[src/verilog/lpdpmc_pkg.sv]
// Package: constants for the LED pulse dimming and pump mode controller
package lpdpmc_pkg;
    localparam int unsigned CLK_HZ          = 250_000_000;
    localparam int unsigned NS_PER_S        = 1_000_000_000;
    // Times in their own units
    localparam int unsigned SHDN_HOLD_US    = 500;     // 0.5 ms long-low time
    localparam int unsigned GAIN_HOLD_US    = 1000;    // 1 ms in 1.5x before 2x
    localparam int unsigned RETRY_MS        = 130;     // periodic gain retry
    localparam int unsigned SOFT_START_US   = 50;      // ramp before full current
    localparam int unsigned US_PER_S        = 1_000_000;
    localparam int unsigned MS_PER_S        = 1_000;
    // Derived cycle counts (all above 4096, used as top parameter defaults)
    localparam int unsigned SHDN_CYC   = SHDN_HOLD_US * (CLK_HZ / US_PER_S);
    localparam int unsigned GAIN_CYC   = GAIN_HOLD_US * (CLK_HZ / US_PER_S);
    localparam int unsigned RETRY_CYC  = RETRY_MS * (CLK_HZ / MS_PER_S);
    localparam int unsigned SOFT_CYC   = SOFT_START_US * (CLK_HZ / US_PER_S);
    // Dimming levels
    localparam int unsigned LEVEL_W    = 4;
    localparam logic [3:0]  LEVEL_FULL = 4'h0;
    localparam logic [3:0]  LEVEL_LAST = 4'hA;
    localparam logic [3:0]  LEVEL_ONE  = 4'h1;
    localparam int unsigned PCT_W      = 7;
    localparam logic [6:0]  PCT_FULL   = 7'h64;   // 100
    localparam logic [6:0]  PCT_STEP   = 7'h0A;   // 10
    localparam logic [6:0]  PCT_MIN    = 7'h05;   // 5
    localparam logic [6:0]  PCT_ZERO   = 7'h00;
    // Gain codes on the output
    localparam logic [1:0]  GAIN_1X    = 2'h0;
    localparam logic [1:0]  GAIN_15X   = 2'h1;
    localparam logic [1:0]  GAIN_2X    = 2'h2;
    localparam int unsigned MAIN_SINKS = 4;
    localparam int unsigned SUB_SINKS  = 2;
    localparam int unsigned SINKS      = MAIN_SINKS + SUB_SINKS;
    typedef enum logic [1:0] {LPDPMC_OFF, LPDPMC_SOFT, LPDPMC_ON} lpdpmc_grp_e;
    typedef enum logic [1:0] {LPDPMC_G1, LPDPMC_G15, LPDPMC_G2} lpdpmc_gain_e;
endpackage

[src/verilog/lpdpmc_group.sv]
// One pulse dimming group: long-low detect, soft start and level index
`timescale 1ns/100ps
module lpdpmc_group #(
    parameter int unsigned SHDN_CYC = lpdpmc_pkg::SHDN_CYC,
    parameter int unsigned SOFT_CYC = lpdpmc_pkg::SOFT_CYC
) (
    input  wire logic       i_clk_sys,
    input  wire logic       i_rst,
    input  wire logic       i_pulse,
    input  wire logic       i_enable_ok,
    output logic            o_on,
    output logic            o_long_low,
    output logic            o_step,
    output logic [3:0]      o_level,
    output logic [6:0]      o_pct
);
    lpdpmc_pkg::lpdpmc_grp_e state;
    logic                    pin_d;
    logic [31:0]             low_cnt;
    logic [31:0]             soft_cnt;
    logic                    rise;
    logic                    fall;

    assign rise = i_pulse & ~pin_d;
    assign fall = ~i_pulse & pin_d;

    // Level index to percent: 100 down by 10 per step, last step is 5
    function automatic logic [6:0] level_pct(input logic [3:0] lvl);
        if (lvl == lpdpmc_pkg::LEVEL_LAST) begin
            return lpdpmc_pkg::PCT_MIN;
        end
        return 7'(lpdpmc_pkg::PCT_FULL - 7'(lvl * lpdpmc_pkg::PCT_STEP));
    endfunction

    always_ff @(posedge i_clk_sys or posedge i_rst) begin
        if (i_rst) begin
            pin_d <= 1'b0;
        end else begin
            pin_d <= i_pulse;
        end
    end

    // ---------------------------------------------------------------
    // Long-low timer
    // ---------------------------------------------------------------
    always_ff @(posedge i_clk_sys or posedge i_rst) begin
        if (i_rst) begin
            low_cnt    <= '0;
            o_long_low <= 1'b1;
        end else if (i_pulse) begin
            low_cnt    <= '0;
            o_long_low <= 1'b0;
        end else if (low_cnt < SHDN_CYC - 1) begin
            low_cnt <= low_cnt + 32'h1;
        end else begin
            o_long_low <= 1'b1;
        end
    end

    // ---------------------------------------------------------------
    // Group state and level
    // ---------------------------------------------------------------
    always_ff @(posedge i_clk_sys or posedge i_rst) begin
        if (i_rst) begin
            state    <= lpdpmc_pkg::LPDPMC_OFF;
            soft_cnt <= '0;
            o_level  <= lpdpmc_pkg::LEVEL_FULL;
            o_on     <= 1'b0;
            o_step   <= 1'b0;
        end else begin
            o_step <= 1'b0;
            unique case (state)
                lpdpmc_pkg::LPDPMC_OFF: begin
                    o_on <= 1'b0;
                    if (rise && i_enable_ok) begin
                        state    <= lpdpmc_pkg::LPDPMC_SOFT;     // see
                        soft_cnt <= '0;
                        o_level  <= lpdpmc_pkg::LEVEL_FULL;      // see
                    end
                end
                lpdpmc_pkg::LPDPMC_SOFT: begin
                    if (o_long_low || !i_enable_ok) begin
                        state <= lpdpmc_pkg::LPDPMC_OFF;
                    end else if (soft_cnt >= SOFT_CYC - 1) begin
                        state <= lpdpmc_pkg::LPDPMC_ON;
                        o_on  <= 1'b1;
                    end else begin
                        soft_cnt <= soft_cnt + 32'h1;
                    end
                    if (fall) begin
                        o_step <= 1'b1;
                    end
                end
                lpdpmc_pkg::LPDPMC_ON: begin
                    if (o_long_low || !i_enable_ok) begin
                        state <= lpdpmc_pkg::LPDPMC_OFF;
                        o_on  <= 1'b0;
                    end else if (rise) begin
                        o_step <= 1'b1;
                        if (o_level == lpdpmc_pkg::LEVEL_LAST) begin
                            o_level <= lpdpmc_pkg::LEVEL_FULL;   // see see
                        end else begin
                            o_level <= o_level + lpdpmc_pkg::LEVEL_ONE;
                        end
                    end
                end
            endcase
        end
    end

    always_ff @(posedge i_clk_sys or posedge i_rst) begin
        if (i_rst) begin
            o_pct <= lpdpmc_pkg::PCT_ZERO;
        end else if (state == lpdpmc_pkg::LPDPMC_OFF) begin
            o_pct <= lpdpmc_pkg::PCT_ZERO;
        end else begin
            o_pct <= level_pct(o_level);                 // see
        end
    end
endmodule

[src/verilog/lpdpmc_top.sv]
// Top: two dimming groups, shutdown, protections and pump gain sequencing
`timescale 1ns/100ps
// What this block does
// Stay 1x; sink below threshold gives 1.5x
// 1x to 2x passes 1 ms at 1.5x
// At 1.5x, retry 1x every 130 ms
// At 2x, retry 1.5x every 130 ms
// One group long-low in 2x: back to 1.5x
// Main input enables and picks 11 levels
// First main edge: soft start, then full
// Main pulses step 10%, last 5%, wrap
// Sub input enables and picks 11 levels
// First sub edge: soft start, then full
// Sub pulses step 10%, last 5%, wrap
// Long low turns group off, level reset at restart
// Both long low: whole device shuts down
// Host: long low then N pulses for level
// Host: send burst within few milliseconds
// Output short: short mode, auto recover
// Sink above pump or supply limit: disabled
// Open LED: other sinks keep running
// Over temperature shuts down, auto restart; groups stay off after cooling until a new rising edge
// Host: first high at least 50 us
// Host: dimming low 0.5 to 250 us
// Level index 0..10, wraps, cleared by the first rising edge after long low
module lpdpmc_top #(
    parameter int unsigned SHDN_CYC  = lpdpmc_pkg::SHDN_CYC,
    parameter int unsigned SOFT_CYC  = lpdpmc_pkg::SOFT_CYC,
    parameter int unsigned GAIN_CYC  = lpdpmc_pkg::GAIN_CYC,
    parameter int unsigned RETRY_CYC = lpdpmc_pkg::RETRY_CYC,
    parameter int unsigned SINKS     = lpdpmc_pkg::SINKS
) (
    input  wire logic              i_clk_sys,
    input  wire logic              i_rst,
    input  wire logic              i_main_group_pulse_input,
    input  wire logic              i_sub_group_pulse_input,
    input  wire logic [SINKS-1:0]  i_sink_low,
    input  wire logic              i_dropout,
    input  wire logic              i_pump_below_supply,
    input  wire logic              i_pump_short,
    input  wire logic [SINKS-1:0]  i_sink_over_limit,
    input  wire logic              i_over_temp,
    output logic                   o_active,
    output logic                   o_short_mode,
    output logic [1:0]             o_gain,
    output logic [SINKS-1:0]       o_sink_en,
    output logic [6:0]             o_main_pct,
    output logic [6:0]             o_sub_pct,
    output logic [3:0]             o_main_level,
    output logic [3:0]             o_sub_level
);
    logic                    enable_ok;
    logic                    main_on;
    logic                    sub_on;
    logic                    main_ll;
    logic                    sub_ll;
    logic [3:0]              main_lvl;
    logic [3:0]              sub_lvl;
    logic [6:0]              main_pct;
    logic [6:0]              sub_pct;
    logic                    one_off;
    logic                    one_off_d;
    logic                    need_boost;
    logic [SINKS-1:0]        grp_on;
    logic [31:0]             gcnt;
    lpdpmc_pkg::lpdpmc_gain_e gstate;

    // Over temperature blocks enable; clears by itself when it cools
    assign enable_ok = ~i_over_temp;

    lpdpmc_group #(
        .SHDN_CYC (SHDN_CYC),
        .SOFT_CYC (SOFT_CYC)
    ) u_main (
        .i_clk_sys   (i_clk_sys),
        .i_rst       (i_rst),
        .i_pulse     (i_main_group_pulse_input),
        .i_enable_ok (enable_ok),
        .o_on        (main_on),
        .o_long_low  (main_ll),
        .o_step      (),
        .o_level     (main_lvl),
        .o_pct       (main_pct)
    );

    lpdpmc_group #(
        .SHDN_CYC (SHDN_CYC),
        .SOFT_CYC (SOFT_CYC)
    ) u_sub (
        .i_clk_sys   (i_clk_sys),
        .i_rst       (i_rst),
        .i_pulse     (i_sub_group_pulse_input),
        .i_enable_ok (enable_ok),
        .o_on        (sub_on),
        .o_long_low  (sub_ll),
        .o_step      (),
        .o_level     (sub_lvl),
        .o_pct       (sub_pct)
    );

    // ---------------------------------------------------------------
    // Group outputs and device enable
    // ---------------------------------------------------------------
    always_ff @(posedge i_clk_sys or posedge i_rst) begin
        if (i_rst) begin
            o_active     <= 1'b0;
            o_main_pct   <= lpdpmc_pkg::PCT_ZERO;
            o_sub_pct    <= lpdpmc_pkg::PCT_ZERO;
            o_main_level <= lpdpmc_pkg::LEVEL_FULL;
            o_sub_level  <= lpdpmc_pkg::LEVEL_FULL;
            o_short_mode <= 1'b0;
        end else begin
            o_active     <= enable_ok && !(main_ll && sub_ll);      // see
            o_main_pct   <= main_pct;
            o_sub_pct    <= sub_pct;
            o_main_level <= main_lvl;
            o_sub_level  <= sub_lvl;
            o_short_mode <= i_pump_short && enable_ok;
        end
    end

    // ---------------------------------------------------------------
    // Per-sink enables
    // ---------------------------------------------------------------
    genvar s;
    generate
        for (s = 0; s < SINKS; s++) begin : g_sink
            if (s < lpdpmc_pkg::MAIN_SINKS) begin : g_main
                assign grp_on[s] = main_on;
            end else begin : g_sub
                assign grp_on[s] = sub_on;
            end
            // Each sink drops out alone; the rest keep running
            always_ff @(posedge i_clk_sys or posedge i_rst) begin
                if (i_rst) begin
                    o_sink_en[s] <= 1'b0;
                end else begin
                    o_sink_en[s] <= grp_on[s] && enable_ok
                                    && !i_sink_over_limit[s];       // see
                end
            end
        end
    endgenerate

    // Boost is needed when any sink of a group that is on sags below threshold, even one disabled by its over-limit input
    assign need_boost = |(i_sink_low & grp_on);
    // One group long low while the other stays on; level, held for as long as both hold
    assign one_off = (main_ll && sub_on) || (sub_ll && main_on);

    always_ff @(posedge i_clk_sys or posedge i_rst) begin
        if (i_rst) begin
            one_off_d <= 1'b0;
        end else begin
            one_off_d <= one_off;
        end
    end

    // ---------------------------------------------------------------
    // Pump gain sequencer
    // ---------------------------------------------------------------
    always_ff @(posedge i_clk_sys or posedge i_rst) begin
        if (i_rst) begin
            gstate <= lpdpmc_pkg::LPDPMC_G1;
            gcnt   <= '0;
        end else if (!o_active || i_pump_short) begin
            gstate <= lpdpmc_pkg::LPDPMC_G1;
            gcnt   <= '0;
        end else begin
            unique case (gstate)
                lpdpmc_pkg::LPDPMC_G1: begin
                    gcnt <= '0;
                    if (need_boost) begin
                        gstate <= lpdpmc_pkg::LPDPMC_G15;
                    end
                end
                lpdpmc_pkg::LPDPMC_G15: begin
                    gcnt <= gcnt + 32'h1;
                    if (i_dropout && gcnt >= GAIN_CYC - 1) begin
                        gstate <= lpdpmc_pkg::LPDPMC_G2;
                        gcnt   <= '0;
                    end else if (i_pump_below_supply && gcnt >= RETRY_CYC - 1) begin
                        gstate <= lpdpmc_pkg::LPDPMC_G1;
                        gcnt   <= '0;
                    end else if (gcnt >= RETRY_CYC - 1) begin
                        gcnt <= RETRY_CYC - 1;
                    end
                end
                lpdpmc_pkg::LPDPMC_G2: begin
                    gcnt <= gcnt + 32'h1;
                    if ((one_off && !one_off_d) || gcnt >= RETRY_CYC - 1) begin
                        gstate <= lpdpmc_pkg::LPDPMC_G15;           // see
                        gcnt   <= '0;
                    end
                end
                default: begin
                    gstate <= lpdpmc_pkg::LPDPMC_G1;
                    gcnt   <= '0;
                end
            endcase
        end
    end

    always_ff @(posedge i_clk_sys or posedge i_rst) begin
        if (i_rst) begin
            o_gain <= lpdpmc_pkg::GAIN_1X;
        end else begin
            unique case (gstate)
                lpdpmc_pkg::LPDPMC_G15: o_gain <= lpdpmc_pkg::GAIN_15X;
                lpdpmc_pkg::LPDPMC_G2:  o_gain <= lpdpmc_pkg::GAIN_2X;
                default:                o_gain <= lpdpmc_pkg::GAIN_1X;
            endcase
        end
    end
endmodule
[config.mk]
export PLATFORM = sky130hd
export DESIGN_NAME = lpdpmc_top
export DESIGN_NICKNAME = d
export VERILOG_FILES = /design/src/verilog/lpdpmc_pkg.sv /design/src/verilog/lpdpmc_group.sv /design/src/verilog/lpdpmc_top.sv
export SDC_FILE = /design/constraint.sdc
export NUM_CORES = 1
export LEC_CHECK = 0
export BUFFER_PORTS_ARGS = -buffer_cell sky130_fd_sc_hd__buf_2
export CAP_MARGIN = 20
export CELL_PAD_IN_SITES_DETAIL_PLACEMENT = 1
export CELL_PAD_IN_SITES_GLOBAL_PLACEMENT = 2
export CORE_AREA = 5 5 136 203
export CTS_CLUSTER_SIZE = 14
export DETAILED_ROUTE_END_ITERATION = 16
export DIE_AREA = 0 0 141 208
export MAX_ROUTING_LAYER = met4
export PLACE_DENSITY_LB_ADDON = 0.05
export SLEW_MARGIN = 20
export SYNTH_ARGS = -nofsm -noshare
export SYNTH_HDL_FRONTEND = slang
export SYNTH_SLANG_ARGS = --single-unit
[constraint.sdc]
create_clock -name i_clk_sys -period 9.4 [get_ports i_clk_sys]
set_clock_uncertainty 0.1 [all_clocks]
set_input_delay 0.94 -clock i_clk_sys [delete_from_list [all_inputs] [get_ports i_clk_sys]]
set_output_delay 0.94 -clock i_clk_sys [all_outputs]
set_load 0.02 [all_outputs]
==> qor.yml <==
synth:
  async_flop_share_pct: 100
  ys.flop_type: "dfrtp_1"
  synth_cell_types: 63
  synthCells: 974
  yosysWarnings: 0
  avgSynthCellArea_um2: 10.6
  synth_edf_count: 0
  ys_seq_elements: 227
  synth_area_um2: 10300
  yosysSeqAreaShare_pct: 54.9
placement:
  dp_slack_ps: 5500
  place_congestion: 0.749
  hpwl_um: 15400
  port-buffer-count: 51
drt:
  routed_wl_um: 23200
  via_per_inst: 5.36
  drc_errors: 0
  drt-initial-drc-count: 181
  wire_per_inst_um: 16.8
  antenna_left: 0
  first_pass_iters: 4
  vias: 7417
final_layout:
  final_common_cell: "dfrtp_1"
  area_delta_synth_final_pct: 14.1
  antennaDiodeCount: 0
  drive_above_1_share_pct: 12.4
  final_net_count: 1080
  layout_common_cells: "225 x dfrtp_1, 80 x nor2_1, 70 x nand2_1"
  fill_cells: 2811
clock_network:
  cts_tree: "done"
  h-tree-depth: 1
  root_buffer: "clkbuf_16"
  postCtsHoldBufs: 0
  cts_setup_buffers: 0
  cts_max_path_buffers: 3
  clock_sinks: 227
  cts_made_buffers: 25
  cts.clk_slew.worst_paths_ps: 60
  ctsResizeCount: 0
  clk_latency_ps: 530
floorplan:
  fp-row-count: 72
  die_area_um2: 29300
  die_x_um: 141
  fp.dieH_um: 208
  start_util_pct: 40.4
  coreArea_um2: 25600
  ios: 52
global_routing:
  antenna_found_initial: 0
  groute.usage.overall_pct: 16.7
  grt_pass1_vias: 7872
  grt_pass1_wl_um: 40200
  gr-total-overflow: 0
  grt_max_degree: 110
worst_setup_path:
  cp-end-kind: "flip-flop"
  worstSetupPathType: "flip-flop to flip-flop"
  arrival_ps: 3730
  cp_max_fo: 22
  worstSetupStartpointType: "flip-flop"
  critPathSlowestCell: "a41oi_4"
  path_delay_family: "compound AO/OA/AOI/OAI gates"
  max_stage_delay_ps: 810
  cp.buffers_inverters: 0
  crit_required_ps: 9740
  crit_path_cell_trace: "ha_1, and4_4, or4_1, a311o_1, a41oi_4, o2111ai_4, a21oi_1"
power_and_ir_drop:
  p_leak_nw: 5.42
  power.total_mw: 2.76
  irDropWorstVdd_v: 0.000158
  power.density_nw_per_um2: 234
job:
  drv_cap: 0
timing:
  fin_crit_ps: 3390
  period_share_pct: 36.1
  setup_tns_ps: 0
  max_freq_mhz: 295
  slew_headroom_pct: 36.8
  max_slew.worst_pin.slew_ps: 945
  hold-worst-slack_ps: 247
  drv_slew: 0
  hold_violations: 0
  grt_setup_unrepaired: "no"
  fin_ws_ps: 6010
  setup_viol: 0
hold_path:
  min_path_type: "flip-flop to flip-flop"
status:
  status: "complete, no violations"
==> path summary, 6_finish.rpt <==
check                      depth (start not counted)  slack (ps)            from         endpoint
setup reg to reg                                   7        6010         gcnt[0]          gcnt[2]
hold / removal                                     0         250  u_sub.o_pct[4]     o_sub_pct[4]
max in group asynchronous                          4        6710           i_rst          gcnt[3]
setup / recovery                                   7        6010         gcnt[0]          gcnt[2]
min in group asynchronous                          2         450           i_rst  u_main.o_pct[4]
hold reg to reg                                    0         250  u_sub.o_pct[4]     o_sub_pct[4]
==> metrics by stage <==
stage                     instance area, um2  util (%)  instances
after floorplan                        10400         -        980
after detailed placement               11000      42.9       1339
after global routing                   11800      46.2       1383
after global placement                 11000      42.9       1339
after CTS                              11800      46.1       1383
final                                  11800      46.2       1383
==> registers in the layout, indices dropped and copies added, names as in the netlist, 2 cells and up <==
| signal | count |
|---|---|
| u_main.soft_cnt | 32 |
| o_sub_level | 4 |
| o_sub_pct | 7 |
| o_sink_en | 6 |
| u_sub.soft_cnt | 32 |
| u_sub.low_cnt | 32 |
| o_gain | 2 |
| gcnt | 32 |
| u_sub.o_pct | 7 |
| gstate | 2 |
| o_main_pct | 7 |
| u_main.o_pct | 7 |
| u_sub.state | 2 |
| u_main.state | 2 |
| u_sub.o_level | 4 |
| o_main_level | 4 |
| u_main.low_cnt | 32 |
| u_main.o_level | 4 |
==> worst reg2reg max path, stage by stage (launching register included) <==
cell and delay (ps):
dfrtp_1 410, ha_1 250, and4_4 180, or4_1 410, a311o_1 410, a41oi_4 810
o2111ai_4 470, a21oi_1 260
==> kinds of logic after synthesis <==
family | share of synthesized area [%]
compound gates | 11.3
xor+xnor | 4.82
fa+ha+maj | 3.41
buf+inv | 2.73
flops | 54.9
mux | 0.883
other cells | 0.0362
simple gates | 21.9
==> report_power, final <==
part           switching, mW  leakage [nW]  internal [mW]
clock                  0.399         0.413          0.594
sequential             0.105          3.03           1.10
combinational          0.364          1.97          0.204
==> metal layers <==
| metal | track usage [%] | vias to the layer above | part of all wire, % |
|---|---|---|---|
| met5 | - | - | 0 |
| met4 | 4.41 | 0 | 1.9 |
| met3 | 2.14 | 26 | 3.2 |
| met2 | 28.4 | 78 | 51 |
| met1 | 21.1 | 3766 | 44 |
| li1 | - | 3547 | - |
==> final cells by class <==
cell class              instances  area [um2]  share of cell area [%]
flip-flops and latches        227        5680                    48.1
inverters                      38         150                    1.27
clock buffers                  32         682                    5.77
well taps                     333         417                    3.53
repair buffers                 58         308                    2.61
clock inverters                12         143                    1.21
multi-input cells             683        4430                    37.5
==> cells in the mapped netlist, drive strengths merged, types with 9 or more instances <==
master | instances | area [um2]
nor4 | 21 | 131
nand3 | 40 | 200
nor2 | 80 | 300
o21ai | 31 | 155
clkbuf | 26 | 97.6
a22o | 9 | 78.8
dfrtp | 225 | 5630
xor2 | 28 | 245
a21oi | 46 | 268
nand2b | 17 | 106
and4 | 14 | 125
o211ai | 22 | 165
and3 | 24 | 150
nand2 | 70 | 263
o2111ai | 13 | 131
nor3 | 23 | 115
nor2b | 55 | 344
inv | 38 | 143
and2 | 16 | 100
ha | 25 | 313
or2 | 9 | 56.3
or3 | 13 | 81.3
xnor2 | 29 | 254
nand4 | 14 | 103
Power figures use the tool's default switching activity.
